File: config.mk
export PLATFORM = sky130hd
export DESIGN_NAME = csd_top
export DESIGN_NICKNAME = d
export VERILOG_FILES = /design/src/csd_cfg_mem.v /design/src/csd_top.v
export VERILOG_INCLUDE_DIRS = /design/src /design/src/src
export SDC_FILE = /design/constraint.sdc
export NUM_CORES = 1
export LEC_CHECK = 0
export CAP_MARGIN = 25
export CORE_ASPECT_RATIO = 0.9
export CORE_MARGIN = 2
export CORE_UTILIZATION = 30
export CTS_BUF_LIST = sky130_fd_sc_hd__clkbuf_16
export CTS_CLUSTER_DIAMETER = 50
export CTS_CLUSTER_SIZE = 20
export DETAILED_ROUTE_END_ITERATION = 8
export DONT_BUFFER_PORTS = 1
export GPL_TIMING_DRIVEN = 0
export PLACE_DENSITY = 0.49
export SLEW_MARGIN = 20
export SYNTH_ARGS = -nofsm -noshare
export SYNTH_HDL_FRONTEND = slang
export SYNTH_SLANG_ARGS = --single-unit
File: constraint.sdc
create_clock -name i_clock -period 4.6 [get_ports i_clock]
set_input_delay 1.38 -clock i_clock [delete_from_list [all_inputs] [get_ports i_clock]]
set_output_delay 1.38 -clock i_clock [all_outputs]
set_load 0.005 [all_outputs]
File: src/csd_consts.vh
// Constants for the configuration store and stepper drive block.
// Assumes a single 20 MHz clock; included by bare name from src/.
`ifndef CSD_CONSTS_VH
`define CSD_CONSTS_VH

// Clock rate in MHz, used to turn times into cycle counts.
`define CSD_CLK_MHZ        20
// Pulse widths in microseconds: 31.25 ms and 156.25 ms.
`define CSD_STEP_SHORT_US  31250
`define CSD_STEP_LONG_US   156250
// Cycle counts of those widths at 20 MHz, sized to the one-shot counters.
`define CSD_STEP_SHORT_CYC 22'h098968
`define CSD_STEP_LONG_CYC  22'h2FAF08
// Width of the one-shot counters.
`define CSD_MONO_W         22

// Configuration bit map addresses (6-bit).
`define CSD_ADDR_TEST_LOCK 6'h00
`define CSD_ADDR_CLK_RANGE 6'h01
`define CSD_ADDR_IND_DIV   6'h03
`define CSD_ADDR_SENSOR    6'h05
`define CSD_ADDR_MOTOR_DIV 6'h0E
// Number of configuration bit cells.
`define CSD_CFG_DEPTH      64

// Command byte fields.
`define CSD_CMD_VALUE_BIT  7
`define CSD_CMD_PERM_BIT   6
`define CSD_CMD_ADDR_MSB   5

// Pulse divisors for the scale bit low; the high scale multiplies by ten.
`define CSD_DIV_0          12'h040
`define CSD_DIV_1          12'h080
`define CSD_DIV_2          12'h020
`define CSD_DIV_3          12'h100
`define CSD_DIV_SCALE      12'h00A

// Sensor kind codes and gain values.
`define CSD_SENS_COIL      2'h0
`define CSD_SENS_CT        2'h1
`define CSD_SENS_SHUNT     2'h2
`define CSD_GAIN_8         6'h08
`define CSD_GAIN_16        6'h10
`define CSD_GAIN_24        6'h18
`define CSD_GAIN_32        6'h20

`endif

File: src/csd_cfg_mem.v
// Configuration cell array: volatile shadow latches beside write-once fuses.
// Assumes writes come from the command logic on the same clock.
`timescale 1ns/1ps
`include "csd_consts.vh"

module csd_cfg_mem #(
  parameter ADDR_W = 6,
  parameter DEPTH  = `CSD_CFG_DEPTH
) (
  input  wire              i_clock,      // System clock.
  input  wire              i_rst_b,      // Synchronised reset, active low.
  input  wire              i_fuse_blank_b, // Blank fuse state, active low.
  input  wire              i_shadow_we,  // Shadow write strobe.
  input  wire              i_fuse_we,    // Fuse program strobe.
  input  wire [ADDR_W-1:0] i_addr,       // Bit address.
  input  wire              i_data,       // Value to store.
  input  wire              i_read_shadow, // Read source select.
  output reg  [DEPTH-1:0]  o_cfg_word,   // Selected configuration word.
  output wire              o_fuse_lock   // Test lock fuse state.
);

  reg [DEPTH-1:0] shadow_reg;            // Volatile copy.
  reg [DEPTH-1:0] fuse_reg;              // Nonvolatile copy.

  // Shadow latches are cleared by every reset and may be rewritten freely.
  always @(posedge i_clock or negedge i_rst_b) begin
    if (!i_rst_b) begin
      shadow_reg <= {DEPTH{1'b0}};
    end else if (i_shadow_we) begin
      shadow_reg[i_addr] <= i_data;
    end
  end

  // Fuses survive reset; only the blank state clears them, since that models
  // a fresh part. A fuse can only be blown, never restored.
  always @(posedge i_clock or negedge i_fuse_blank_b) begin
    if (!i_fuse_blank_b) begin
      fuse_reg <= {DEPTH{1'b0}};
    end else if (i_fuse_we && i_data) begin
      fuse_reg[i_addr] <= 1'b1;
    end
  end

  // Registered read of the chosen source.
  always @(posedge i_clock or negedge i_rst_b) begin
    if (!i_rst_b) begin
      o_cfg_word <= {DEPTH{1'b0}};
    end else begin
      o_cfg_word <= i_read_shadow ? shadow_reg : fuse_reg;
    end
  end

  // The lock follows the fuse itself, so a shadow copy cannot fake it.
  assign o_fuse_lock = fuse_reg[`CSD_ADDR_TEST_LOCK];

endmodule

File: src/csd_top.v
// Configuration store and stepper motor drive, top level.
// Assumes one 20 MHz clock; energy, sign and no-load inputs are same-clock.
`timescale 1ns/1ps
`include "csd_consts.vh"

module csd_top #(
  parameter [`CSD_MONO_W-1:0] STEP_SHORT_CYC = `CSD_STEP_SHORT_CYC,
  parameter [`CSD_MONO_W-1:0] STEP_LONG_CYC  = `CSD_STEP_LONG_CYC
) (
  input  wire       i_clock,               // System clock, 20 MHz.
  input  wire       i_rst_b,               // Power-on reset, active low.
  input  wire       i_fuse_blank_b,        // Blank fuse state, active low.
  input  wire       i_cmd_valid,           // Command byte strobe.
  input  wire [7:0] i_cmd_byte,            // Command byte.
  input  wire       i_read_shadow,         // Read source select.
  input  wire       i_active_energy_pulse, // Energy pulse train.
  input  wire       i_energy_negative,     // Energy sign.
  input  wire       i_no_load,             // No-load detected.
  input  wire       i_voltage_scale_sel,   // Voltage scale select.
  input  wire       i_extra_gain_en,       // Extra gain enable.
  input  wire       i_dual_channel,        // Two current channels present.
  output reg        o_motor_out_pos,       // Motor output, positive pin.
  output reg        o_motor_out_neg,       // Motor output, negative pin.
  output reg        o_indicator,           // Indicator pin.
  output reg        o_cmd_done,            // Command accepted pulse.
  output reg        o_cmd_reject,          // Command refused pulse.
  output reg        o_test_lock,           // Permanent lock state.
  output reg        o_test_enable,         // Test mode permitted.
  output reg        o_clock_range_sel,     // Clock range select.
  output reg  [1:0] o_sensor_type_sel,     // Sensor type field.
  output reg  [1:0] o_primary_sensor,      // Primary sensor kind.
  output reg  [5:0] o_primary_gain,        // Primary channel gain.
  output reg  [1:0] o_secondary_sensor,    // Secondary sensor kind.
  output reg  [5:0] o_secondary_gain,      // Secondary channel gain.
  output reg  [1:0] o_motor_divide_code    // Motor divide field.
);

  // Shorthand for the one-shot counter width.
  localparam MW = `CSD_MONO_W;

  // Divisor for a scale bit and a two-bit code; shared by motor and indicator.
  // Kept in one place so both dividers agree on the table.
  function [11:0] csd_divisor;
    input       scale;
    input [1:0] code;
    reg   [11:0] base;
    begin
      case (code)
        2'h0:    base = `CSD_DIV_0;
        2'h1:    base = `CSD_DIV_1;
        2'h2:    base = `CSD_DIV_2;
        default: base = `CSD_DIV_3;
      endcase
      // The high scale is ten times the low one; 2560 still fits 12 bits.
      csd_divisor = scale ? base * `CSD_DIV_SCALE : base;
    end
  endfunction

  // Reset release synchroniser: asynchronous assert, two-flop release.
  // Release is delayed so every flop leaves reset on one edge.
  reg rst_meta_reg;                        // First stage.
  reg rst_sync_reg;                        // Stage used by the design.

  always @(posedge i_clock or negedge i_rst_b) begin
    if (!i_rst_b) begin
      rst_meta_reg <= 1'b0;
      rst_sync_reg <= 1'b0;
    end else begin
      rst_meta_reg <= 1'b1;
      rst_sync_reg <= rst_meta_reg;
    end
  end

  // Only the second stage fans out.
  wire rst_b = rst_sync_reg;               // Internal reset, active low.

  // Command decode and memory write strobes.
  reg       shadow_we_reg;                 // Shadow write strobe.
  reg       fuse_we_reg;                   // Fuse write strobe.
  reg [5:0] wr_addr_reg;                   // Write address.
  reg       wr_data_reg;                   // Write value.
  wire      fuse_lock;                     // Lock fuse state.
  wire [`CSD_CFG_DEPTH-1:0] cfg_word;      // Selected configuration.

  // Once locked the shadows can no longer be chosen.
  // The lock is read from the fuse, not the selected word.
  wire read_shadow = i_read_shadow & ~fuse_lock;

  // Each accepted byte writes one bit; a locked part refuses all of them.
  // Strobes last one cycle, so back-to-back bytes land in order.
  always @(posedge i_clock or negedge rst_b) begin
    if (!rst_b) begin
      shadow_we_reg <= 1'b0;
      fuse_we_reg   <= 1'b0;
      wr_addr_reg   <= 6'h00;
      wr_data_reg   <= 1'b0;
      o_cmd_done    <= 1'b0;
      o_cmd_reject  <= 1'b0;
    end else begin
      shadow_we_reg <= 1'b0;
      fuse_we_reg   <= 1'b0;
      o_cmd_done    <= 1'b0;
      o_cmd_reject  <= 1'b0;
      if (i_cmd_valid) begin
        if (fuse_lock) begin
          // Locked: nothing is stored, the refusal is only flagged.
          o_cmd_reject <= 1'b1;
        end else begin
          // One byte carries address, value and destination.
          wr_addr_reg   <= i_cmd_byte[`CSD_CMD_ADDR_MSB:0];
          wr_data_reg   <= i_cmd_byte[`CSD_CMD_VALUE_BIT];
          shadow_we_reg <= ~i_cmd_byte[`CSD_CMD_PERM_BIT];
          fuse_we_reg   <= i_cmd_byte[`CSD_CMD_PERM_BIT];
          o_cmd_done    <= 1'b1;
        end
      end
    end
  end

  // Cell array with registered read of the selected source.
  // Its read register adds one cycle before the fields change.
  csd_cfg_mem #(
    .ADDR_W (6),
    .DEPTH  (`CSD_CFG_DEPTH)
  ) u_cfg_mem (
    .i_clock        (i_clock),
    .i_rst_b        (rst_b),
    .i_fuse_blank_b (i_fuse_blank_b),
    .i_shadow_we    (shadow_we_reg),
    .i_fuse_we      (fuse_we_reg),
    .i_addr         (wr_addr_reg),
    .i_data         (wr_data_reg),
    .i_read_shadow  (read_shadow),
    .o_cfg_word     (cfg_word),
    .o_fuse_lock    (fuse_lock)
  );

  // Fields picked out of the selected configuration word.
  // Addresses come from the constants header.
  wire       cfg_test  = cfg_word[`CSD_ADDR_TEST_LOCK];
  wire       cfg_clk   = cfg_word[`CSD_ADDR_CLK_RANGE];
  wire       cfg_ind   = cfg_word[`CSD_ADDR_IND_DIV];
  // Lower address is the low bit of each two-bit field.
  wire [1:0] cfg_sens  = cfg_word[`CSD_ADDR_SENSOR +: 2];
  wire [1:0] cfg_motor = cfg_word[`CSD_ADDR_MOTOR_DIV +: 2];

  // Sensor and gain decode for both channels.
  // Defaults first, so no code can infer a latch.
  reg [1:0] pri_sens;                      // Primary kind.
  reg [5:0] pri_gain;                      // Primary gain.
  reg [1:0] sec_sens;                      // Secondary kind.
  reg [5:0] sec_gain;                      // Secondary gain.

  always @* begin
    pri_sens = `CSD_SENS_COIL;
    pri_gain = `CSD_GAIN_8;
    case (cfg_sens)
      2'h0: begin
        pri_sens = `CSD_SENS_COIL;
        pri_gain = i_extra_gain_en ? `CSD_GAIN_16 : `CSD_GAIN_8;
      end
      2'h1: begin
        pri_sens = `CSD_SENS_COIL;
        pri_gain = i_extra_gain_en ? `CSD_GAIN_32 : `CSD_GAIN_24;
      end
      2'h2: begin
        pri_sens = `CSD_SENS_CT;
        pri_gain = `CSD_GAIN_8;
      end
      default: begin
        // Dual-channel parts keep a CT on the primary for this code.
        pri_sens = i_dual_channel ? `CSD_SENS_CT : `CSD_SENS_SHUNT;
        pri_gain = i_dual_channel ? `CSD_GAIN_8 : `CSD_GAIN_32;
      end
    endcase
    // The secondary matches the primary except for the last code.
    if (cfg_sens == 2'h3) begin
      sec_sens = `CSD_SENS_SHUNT;
      sec_gain = `CSD_GAIN_32;
    end else begin
      sec_sens = pri_sens;
      sec_gain = pri_gain;
    end
  end

  // Configuration outputs, registered so every output is a flop.
  // Gains follow the gain and channel inputs one cycle late.
  always @(posedge i_clock or negedge rst_b) begin
    if (!rst_b) begin
      o_test_lock         <= 1'b0;
      o_test_enable       <= 1'b0;
      o_clock_range_sel   <= 1'b0;
      o_sensor_type_sel   <= 2'h0;
      o_primary_sensor    <= `CSD_SENS_COIL;
      o_primary_gain      <= `CSD_GAIN_8;
      o_secondary_sensor  <= `CSD_SENS_COIL;
      o_secondary_gain    <= `CSD_GAIN_8;
      o_motor_divide_code <= 2'h0;
    end else begin
      o_test_lock         <= fuse_lock;
      // A zero in the lock bit keeps test mode open.
      o_test_enable       <= ~cfg_test;
      o_clock_range_sel   <= cfg_clk;
      o_sensor_type_sel   <= cfg_sens;
      o_primary_sensor    <= pri_sens;
      o_primary_gain      <= pri_gain;
      o_secondary_sensor  <= sec_sens;
      o_secondary_gain    <= sec_gain;
      o_motor_divide_code <= cfg_motor;
    end
  end

  // Rising edge of the energy pulse train; one count per pulse.
  // The previous level resets low like the idle input,
  // so no false edge is counted as reset ends.
  reg  pulse_prev_reg;                     // Previous input level.
  wire pulse_rise = i_active_energy_pulse & ~pulse_prev_reg;

  always @(posedge i_clock or negedge rst_b) begin
    if (!rst_b) begin
      pulse_prev_reg <= 1'b0;
    end else begin
      pulse_prev_reg <= i_active_energy_pulse;
    end
  end

  // Motor divider: fires one step every divisor pulses.
  // A code change mid-count is not rescaled; one step may come early.
  reg  [11:0]   mot_cnt_reg;               // Pulses counted.
  wire [11:0]   mot_div = csd_divisor(i_voltage_scale_sel, cfg_motor);
  // Using >= keeps a shrunken divisor from running the counter past it.
  wire          mot_step = pulse_rise && (mot_cnt_reg >= mot_div - 12'h001);
  reg  [MW-1:0] mot_mono_reg;              // Cycles left in step pulse.
  reg           phase_a_reg;               // Phase A drive.
  reg           phase_b_reg;               // Phase B drive.
  reg           phase_sel_reg;             // Next phase to drive.

  always @(posedge i_clock or negedge rst_b) begin
    if (!rst_b) begin
      mot_cnt_reg <= 12'h000;
    end else if (pulse_rise) begin
      mot_cnt_reg <= mot_step ? 12'h000 : mot_cnt_reg + 12'h001;
    end
  end

  // One-shot and decoder. A step arriving during a pulse restarts the
  // timer on the other phase; at real rates this never happens.
  // The width is taken from the scale bit at the step itself.
  always @(posedge i_clock or negedge rst_b) begin
    if (!rst_b) begin
      mot_mono_reg  <= {MW{1'b0}};
      phase_a_reg   <= 1'b0;
      phase_b_reg   <= 1'b0;
      phase_sel_reg <= 1'b0;
    end else if (mot_step) begin
      mot_mono_reg  <= i_voltage_scale_sel ? STEP_LONG_CYC : STEP_SHORT_CYC;
      phase_a_reg   <= ~phase_sel_reg;
      phase_b_reg   <= phase_sel_reg;
      phase_sel_reg <= ~phase_sel_reg;
    end else if (mot_mono_reg != {MW{1'b0}}) begin
      // Counting down; the phases drop as the count reaches zero.
      mot_mono_reg <= mot_mono_reg - {{(MW-1){1'b0}}, 1'b1};
      if (mot_mono_reg == {{(MW-1){1'b0}}, 1'b1}) begin
        phase_a_reg <= 1'b0;
        phase_b_reg <= 1'b0;
      end
    end
  end

  // Pin drive: no-load wins over the sign, which inverts both phases.
  // This flop costs one cycle but keeps the pins glitch free.
  always @(posedge i_clock or negedge rst_b) begin
    if (!rst_b) begin
      o_motor_out_pos <= 1'b0;
      o_motor_out_neg <= 1'b0;
    end else if (i_no_load) begin
      o_motor_out_pos <= 1'b0;
      o_motor_out_neg <= 1'b0;
    end else begin
      o_motor_out_pos <= phase_a_reg ^ i_energy_negative;
      o_motor_out_neg <= phase_b_reg ^ i_energy_negative;
    end
  end

  // Indicator divider, always on the low scale.
  // It runs beside the motor divider on the same edges.
  reg  [11:0]   ind_cnt_reg;               // Pulses counted.
  wire [11:0]   ind_div = csd_divisor(1'b0, cfg_motor);
  wire          ind_step = pulse_rise && (ind_cnt_reg >= ind_div - 12'h001);
  reg  [MW-1:0] ind_mono_reg;              // Cycles left in pulse.

  always @(posedge i_clock or negedge rst_b) begin
    if (!rst_b) begin
      ind_cnt_reg <= 12'h000;
    end else if (pulse_rise) begin
      ind_cnt_reg <= ind_step ? 12'h000 : ind_cnt_reg + 12'h001;
    end
  end

  // Fixed-width pulse for the divided indicator.
  // A new step reloads the full width.
  always @(posedge i_clock or negedge rst_b) begin
    if (!rst_b) begin
      ind_mono_reg <= {MW{1'b0}};
    end else if (ind_step) begin
      ind_mono_reg <= STEP_SHORT_CYC;
    end else if (ind_mono_reg != {MW{1'b0}}) begin
      ind_mono_reg <= ind_mono_reg - {{(MW-1){1'b0}}, 1'b1};
    end
  end

  // Undivided mode passes the pulse train straight through, one flop late.
  // A mode change mid-pulse may cut one indicator pulse short.
  always @(posedge i_clock or negedge rst_b) begin
    if (!rst_b) begin
      o_indicator <= 1'b0;
    end else if (cfg_ind) begin
      o_indicator <= (ind_step || ind_mono_reg > {{(MW-1){1'b0}}, 1'b1});
    end else begin
      o_indicator <= i_active_energy_pulse;
    end
  end

endmodule

# ---- Yosys cells after proc, flatten, opt, wreduce, memory -nomap -nowiden
# Index checks and enable logic that the tools add are counted.
dict set report op_classes {
  eq_ne 6
  muxes 36
  n_addsub 6
  magnitude_cmp 5
  bitwise_logic 10
  reduce_logical 15
  n_mul 1
}
# op n
set ops {}
lappend ops {{$mux W22} 5}
lappend ops {{$bwmux W64} 1}
lappend ops {{$or A64 B64 Y64} 1}
lappend ops {{$reduce_bool A22 Y1} 2}
lappend ops {{$sub A22 B1 Y22 const B} 2}
lappend ops {{$mux W12} 3}
lappend ops {{$pmux W9 S3} 1}
lappend ops {{$add A12 B1 Y12 const B} 2}
lappend ops {{$ge A12 B12 Y1} 2}
lappend ops {{$sub A12 B1 Y12 const B} 2}
lappend ops {{$eq A22 B1 Y1 const B} 1}
lappend ops {{$gt A22 B1 Y1 const B} 1}
lappend ops {{$mux W6} 3}
lappend ops {{$pmux W6 S3} 1}
lappend ops {{$mux W1} 16}
lappend ops {{$mux W16} 1}
lappend ops {{$mul A12 B3 Y11 const B} 1}
lappend ops {{$lt A6 B7 Y1 const B} 1}
lappend ops {{$demux W1 S6} 1}
lappend ops {{$eq A2 B2 Y1 const B} 3}
lappend ops {{$ge A6 B1 Y1 const B} 1}
lappend ops {{$reduce_bool A2 Y1} 3}
lappend ops {{$mux W5} 1}
lappend ops {{$not A1 Y1} 5}
lappend ops {{10 further kinds} 19}
dict set report word_totals {
  inputBits 19
  regBits 255
  out_inout_bits 28
  wordCells 110
}

# ---- Depth between registers and ports, before layout
dict set report logic_depth {
  ltp_word 9
  mapped_depth 13
  mapped_depth_nobuf 12
}

# ---- By module
# A second synthesis with hierarchy kept.
dict set report unflattened {
  cells_unflattened 1068
  area_unflattened_um2 12766.0
}
# mod cells_each seq_area_each_um2 area_per_inst_um2 instances
set modules_own_cells {}
lappend modules_own_cells {csd_cfg_mem 551 4804.6 7511.0 1}
lappend modules_own_cells {csd_top 517 2630.0 5255.0 1}

# ---- Least setup slack after synthesis
# Ideal clock, no wire load.
dict set report synth_timing {
  path_kind {input port to flip-flop}
  start {input port i_voltage_scale_sel}
  end {register mot_mono_reg[18]}
  n_path_buf 2
  path_slack_ps 721
  setup_time_ps 143
  stages 12
  arrival_ps 3736
  t_required_ps 4457
  path_cell_list {clkbuf_1 > mux2i_1 > ha_1 > nor4b_1 > a31oi_1 > ha_1 > a21oi_1 > o21ai_0 > and2_1 > nor2_1 > clkbuf_1 > a31oi_1}
}
dict set report synth_between {
  elab_chain_len 5
  word_cells_on_any_way 7
  cone_classes {add/sub: 1; order compare: 1; mux: 3; reduce/logical: 2}
}
# item line_no
set synth_lines {}
lappend synth_lines {{from (decl)} csd_top.v:19} ;# input wire i_voltage_scale_sel,
lappend synth_lines {{$mux W12} csd_top.v:55} ;# csd_divisor = scale ? base * `CSD_DIV_SCALE : base;
lappend synth_lines {{$sub A12 B1 Y12} csd_top.v:232} ;# wire mot_step = pulse_rise && (mot_cnt_reg >= mot_div - 12'h001);
lappend synth_lines {{$ge A12 B12 Y1} csd_top.v:232}
lappend synth_lines {{$logic_and A1 B1 Y1} csd_top.v:232}
lappend synth_lines {{$mux W22 / $reduce_bool A2 Y1 (equally long branches)} n/a}
lappend synth_lines {{to (signal assigned)} csd_top.v:251} ;# mot_mono_reg <= {MW{1'b0}};
lappend synth_lines {{to (signal assigned)} csd_top.v:256} ;# mot_mono_reg <= i_voltage_scale_sel ? STEP_LONG_CYC : STEP_SHORT_CYC;
lappend synth_lines {{to (signal assigned)} csd_top.v:262} ;# mot_mono_reg <= mot_mono_reg - {{(MW-1){1'b0}}, 1'b1};
lappend synth_lines {{to (decl)} csd_top.v:233} ;# reg [MW-1:0] mot_mono_reg;
# Parallel ways exist; a longest one is shown, timed or not.
# A chain may end at the register's enable or synchronous reset.

# ---- Worst setup path in the final report
dict set report layout_timing {
  start {input port i_voltage_scale_sel}
  end {register mot_mono_reg[21]}
}
# Same word-level chain as after synthesis.

==> out/results.txt <==
depth of the worst register-to-register path -> 13
Yosys cell types -> 73
first-pass GRT wire length -> 22.6 mm
crit start category -> input port
Synth Area per Inst -> 10.6 um^2
Synth Flop Type -> dfrtp_1
drc violations -> 0
CTS buffer count -> 17
worst r2r src -> u_cfg_mem.o_cfg_word[14]
grt ovf -> 0
worst path cell trace -> clkbuf_1 -> mux2i_1 -> ha_1 -> nor4b_1 -> a31oi_1 -> ha_1 -> a21oi_1 -> o21ai_0 -> and2_1 -> nor2_1 -> clkbuf_1 -> a31oi_1
cell accounting for the most synthesized area -> dfrtp_1
Crit path max-delay family -> buffers and inverters
slowest cell on the critical path -> clkbuf_1
Routed WL per cell -> 14.7 um
Via density -> 5.00
Max Slew Vio Count -> 0
CP endpoint -> mot_mono_reg[21]
Die Ht -> 141 um
Hold Fails Final Rpt -> 0
num rows -> 50
slowest stage delay, CP -> 0.47 ns
power density cells -> 523 mW/mm^2
htree depth -> 4
Clock transition at path regs -> 0.06 ns
Post-synth EDFFs -> 0
GPL Wtd Cong -> 0.765
sequential element share of the synthesized area -> 50.4%
clk_lat worst skew -> 0.42 ns
worst path bufs/invs -> 2
stages on the worst setup path -> 12
initial antenna violation count -> 0
Die ar. -> 0.0221 mm^2
#FFs+latches synth -> 126
Worst Hold Class -> reg -> async
unrepaired setup endpoints after global routing -> no
pin count of the biggest net entering global routing -> 57
vias in the first global route -> 4523
Synth Cell Area -> 0.00626 mm^2
Max clock buf depth -> 2
crit path from -> i_voltage_scale_sel
post-cts resize count -> 0
CP Capture Type -> flop
Core Footprint -> 0.0206 mm^2
Synth area leaders -> dfrtp_1, ha_1, nor2_1
first-pass iteration count of the detailed router -> 4
Max VDD drop -> 0.228 mV
status -> finished, final reports clean
fin crit period -> 4.11 ns
First DRT Iteration DRCs -> 220
fin nets -> 661
CTS tree -> done
Yosys warnings -> 0
setup_tns -> 0 ns
Slew headroom -> 49.7%
Syn Inst Count -> 592
setup slack, reg-to-reg -> 1.03 ns
post-layout util -> 35.2%
fillers -> 2068
ANT cells -> 0
Critical Path RT -> 4.86 ns
Worst Skew -> 0.0106 ns
Routed WL -> 13.1 mm
fraction of registers with async set/reset -> 100%
Crit Path Max Fanout -> 10
Tcrit/Tclk final -> 89.3%
worst r2r dst -> mot_mono_reg[21]
Setup CP Type -> in -> reg
I/O pins -> 47
actual slew at the worst max-slew pin -> 0.749 ns
layout cells sized above 1 -> 13.9%
Starting Density -> 30.3%
# Max-Cap Violations -> 0
CP arrival -> 4.37 ns
Vias -> 4458
Port Buffer Count -> 0
top cells by count, synth -> dfrtp_1, nor2_1, nand2_1, ha_1, nand3_1
Die Width -> 156 um
Post-DP HPWL -> 9.11 mm
area grow syn2layout -> 16.0%
top-count cell post-synth -> dfrtp_1
CTS root buf -> clkbuf_16
top cell type's share of synthesized area -> 49.5%
Tot GR Track Use -> 12.9%
total setup buffers inserted after CTS -> 0
Design Power -> 3.80 mW
Highest Clock Rate -> 243 MHz
Final setup viols -> 0
antenna-violating nets left -> 0
clock sink total -> 126
Pleak -> 3.05 nW
hold_buf cts -> 0
per-layer routing:
| metal | share of wire, % | global-route usage (%) | up-vias |
|---|---|---|---|
| met3 | 3.6 | 3.38 | 16 |
| met1 | 49 | 17.1 | 2196 |
| met2 | 46 | 19.9 | 67 |
| li1 | - | - | 2179 |
| met5 | 0 | 0 | - |
| met4 | 1.4 | 5.89 | 0 |
layout by cell type, fill, tap and decap left out, drive strengths merged, types with 3 or more instances in the layout:
cell    synthesis  layout
nor2           58      58
xnor2          23      23
o31ai          10      10
dfrtp         124     124
nand4          13      13
conb            2       7
clkbuf         14      31
mux2i           3       3
clkinv          0       7
and2            8       8
mux2           18      18
ha             24      24
nand2b          9       9
nor2b           7       7
bufinv          0       3
a31oi           6       6
xor2           20      20
or4             9       9
o21ai          24      24
a31o            7       7
inv            16      19
buf             9      11
a211oi          3       3
nor4           14      14
a21o            3       3
and4            3       3
nand2          44      44
a21oi          20      20
nor3           20      20
or3             8       8
and3            8       8
o211ai          5       5
nand3          25      25
final cells by class:
| type | count | area [um^2] | share of cell area (%) |
|---|---|---|---|
| Clock buffer | 17 | 425 | 5.85 |
| Inverter | 16 | 60.1 | 0.826 |
| Buffer | 23 | 120 | 1.65 |
| Tap cell | 260 | 325 | 4.48 |
| Multi-Input combinational cell | 432 | 2950 | 40.6 |
| Clock inverter | 15 | 175 | 2.41 |
| Sequential cell | 126 | 3160 | 43.5 |
| Timing Repair Buffer | 2 | 55.1 | 0.757 |
worst min path at each step:
stage / cells after the start / slack (ns) / to / from
final: 0 / 0.25 / mot_cnt_reg[7] / rst_b
after global routing: 0 / 0.28 / mot_cnt_reg[9] / rst_b
after CTS: 0 / 0.27 / mot_cnt_reg[11] / rst_b
after detailed placement: 0 / 0.25 / mot_cnt_reg[11] / rst_b
after global placement: 0 / 0.34 / rst_b / rst_meta_reg
after floorplan: 0 / 0.33 / o_clock_range_sel / u_cfg_mem.o_cfg_word[1]
worst reg2reg max path: cells and delay by family, from the launching register on:
kind	cells	cell delay, ns
fa+ha+maj	3	0.80
simple gates	3	0.78
buf+inv	2	0.61
compound gates	4	0.60
flops	1	0.47
mux	1	0.16
stage by stage:
stage / std cells / hold slack, ns / cell area, um^2 / setup slack [ns]
after floorplan: 597 / 0.331 / 6280 / 0.721
after global placement: 857 / 0.336 / 6610 / -0.413
after detailed placement: 859 / 0.250 / 6670 / 0.00511
after CTS: 891 / 0.265 / 7270 / 0.493
after global routing: 891 / 0.285 / 7270 / 0.0544
final: 891 / 0.249 / 7270 / 0.490
power by group:
part	switching, mW	leakage (nW)	internal [mW]
logic	0.397	1.19	0.371
registers	0.293	1.56	1.38
clock network	0.515	0.296	0.850
total	1.20	3.05	2.60
kinds of logic (layout without fill, tap and decap cells):
| logic type | Yosys count | count (layout) | share of synthesized area, % |
|---|---|---|---|
| flops | 126 | 126 | 50.4 |
| buf+inv | 39 | 73 | 2.88 |
| simple gates | 235 | 235 | 20.5 |
| fa+ha+maj | 24 | 24 | 4.79 |
| other cells | 2 | 7 | 0.120 |
| mux | 21 | 21 | 3.71 |
| xor+xnor | 43 | 43 | 6.01 |
| compound gates | 102 | 102 | 11.6 |
Note: power is estimated with default switching activity, not from simulation.
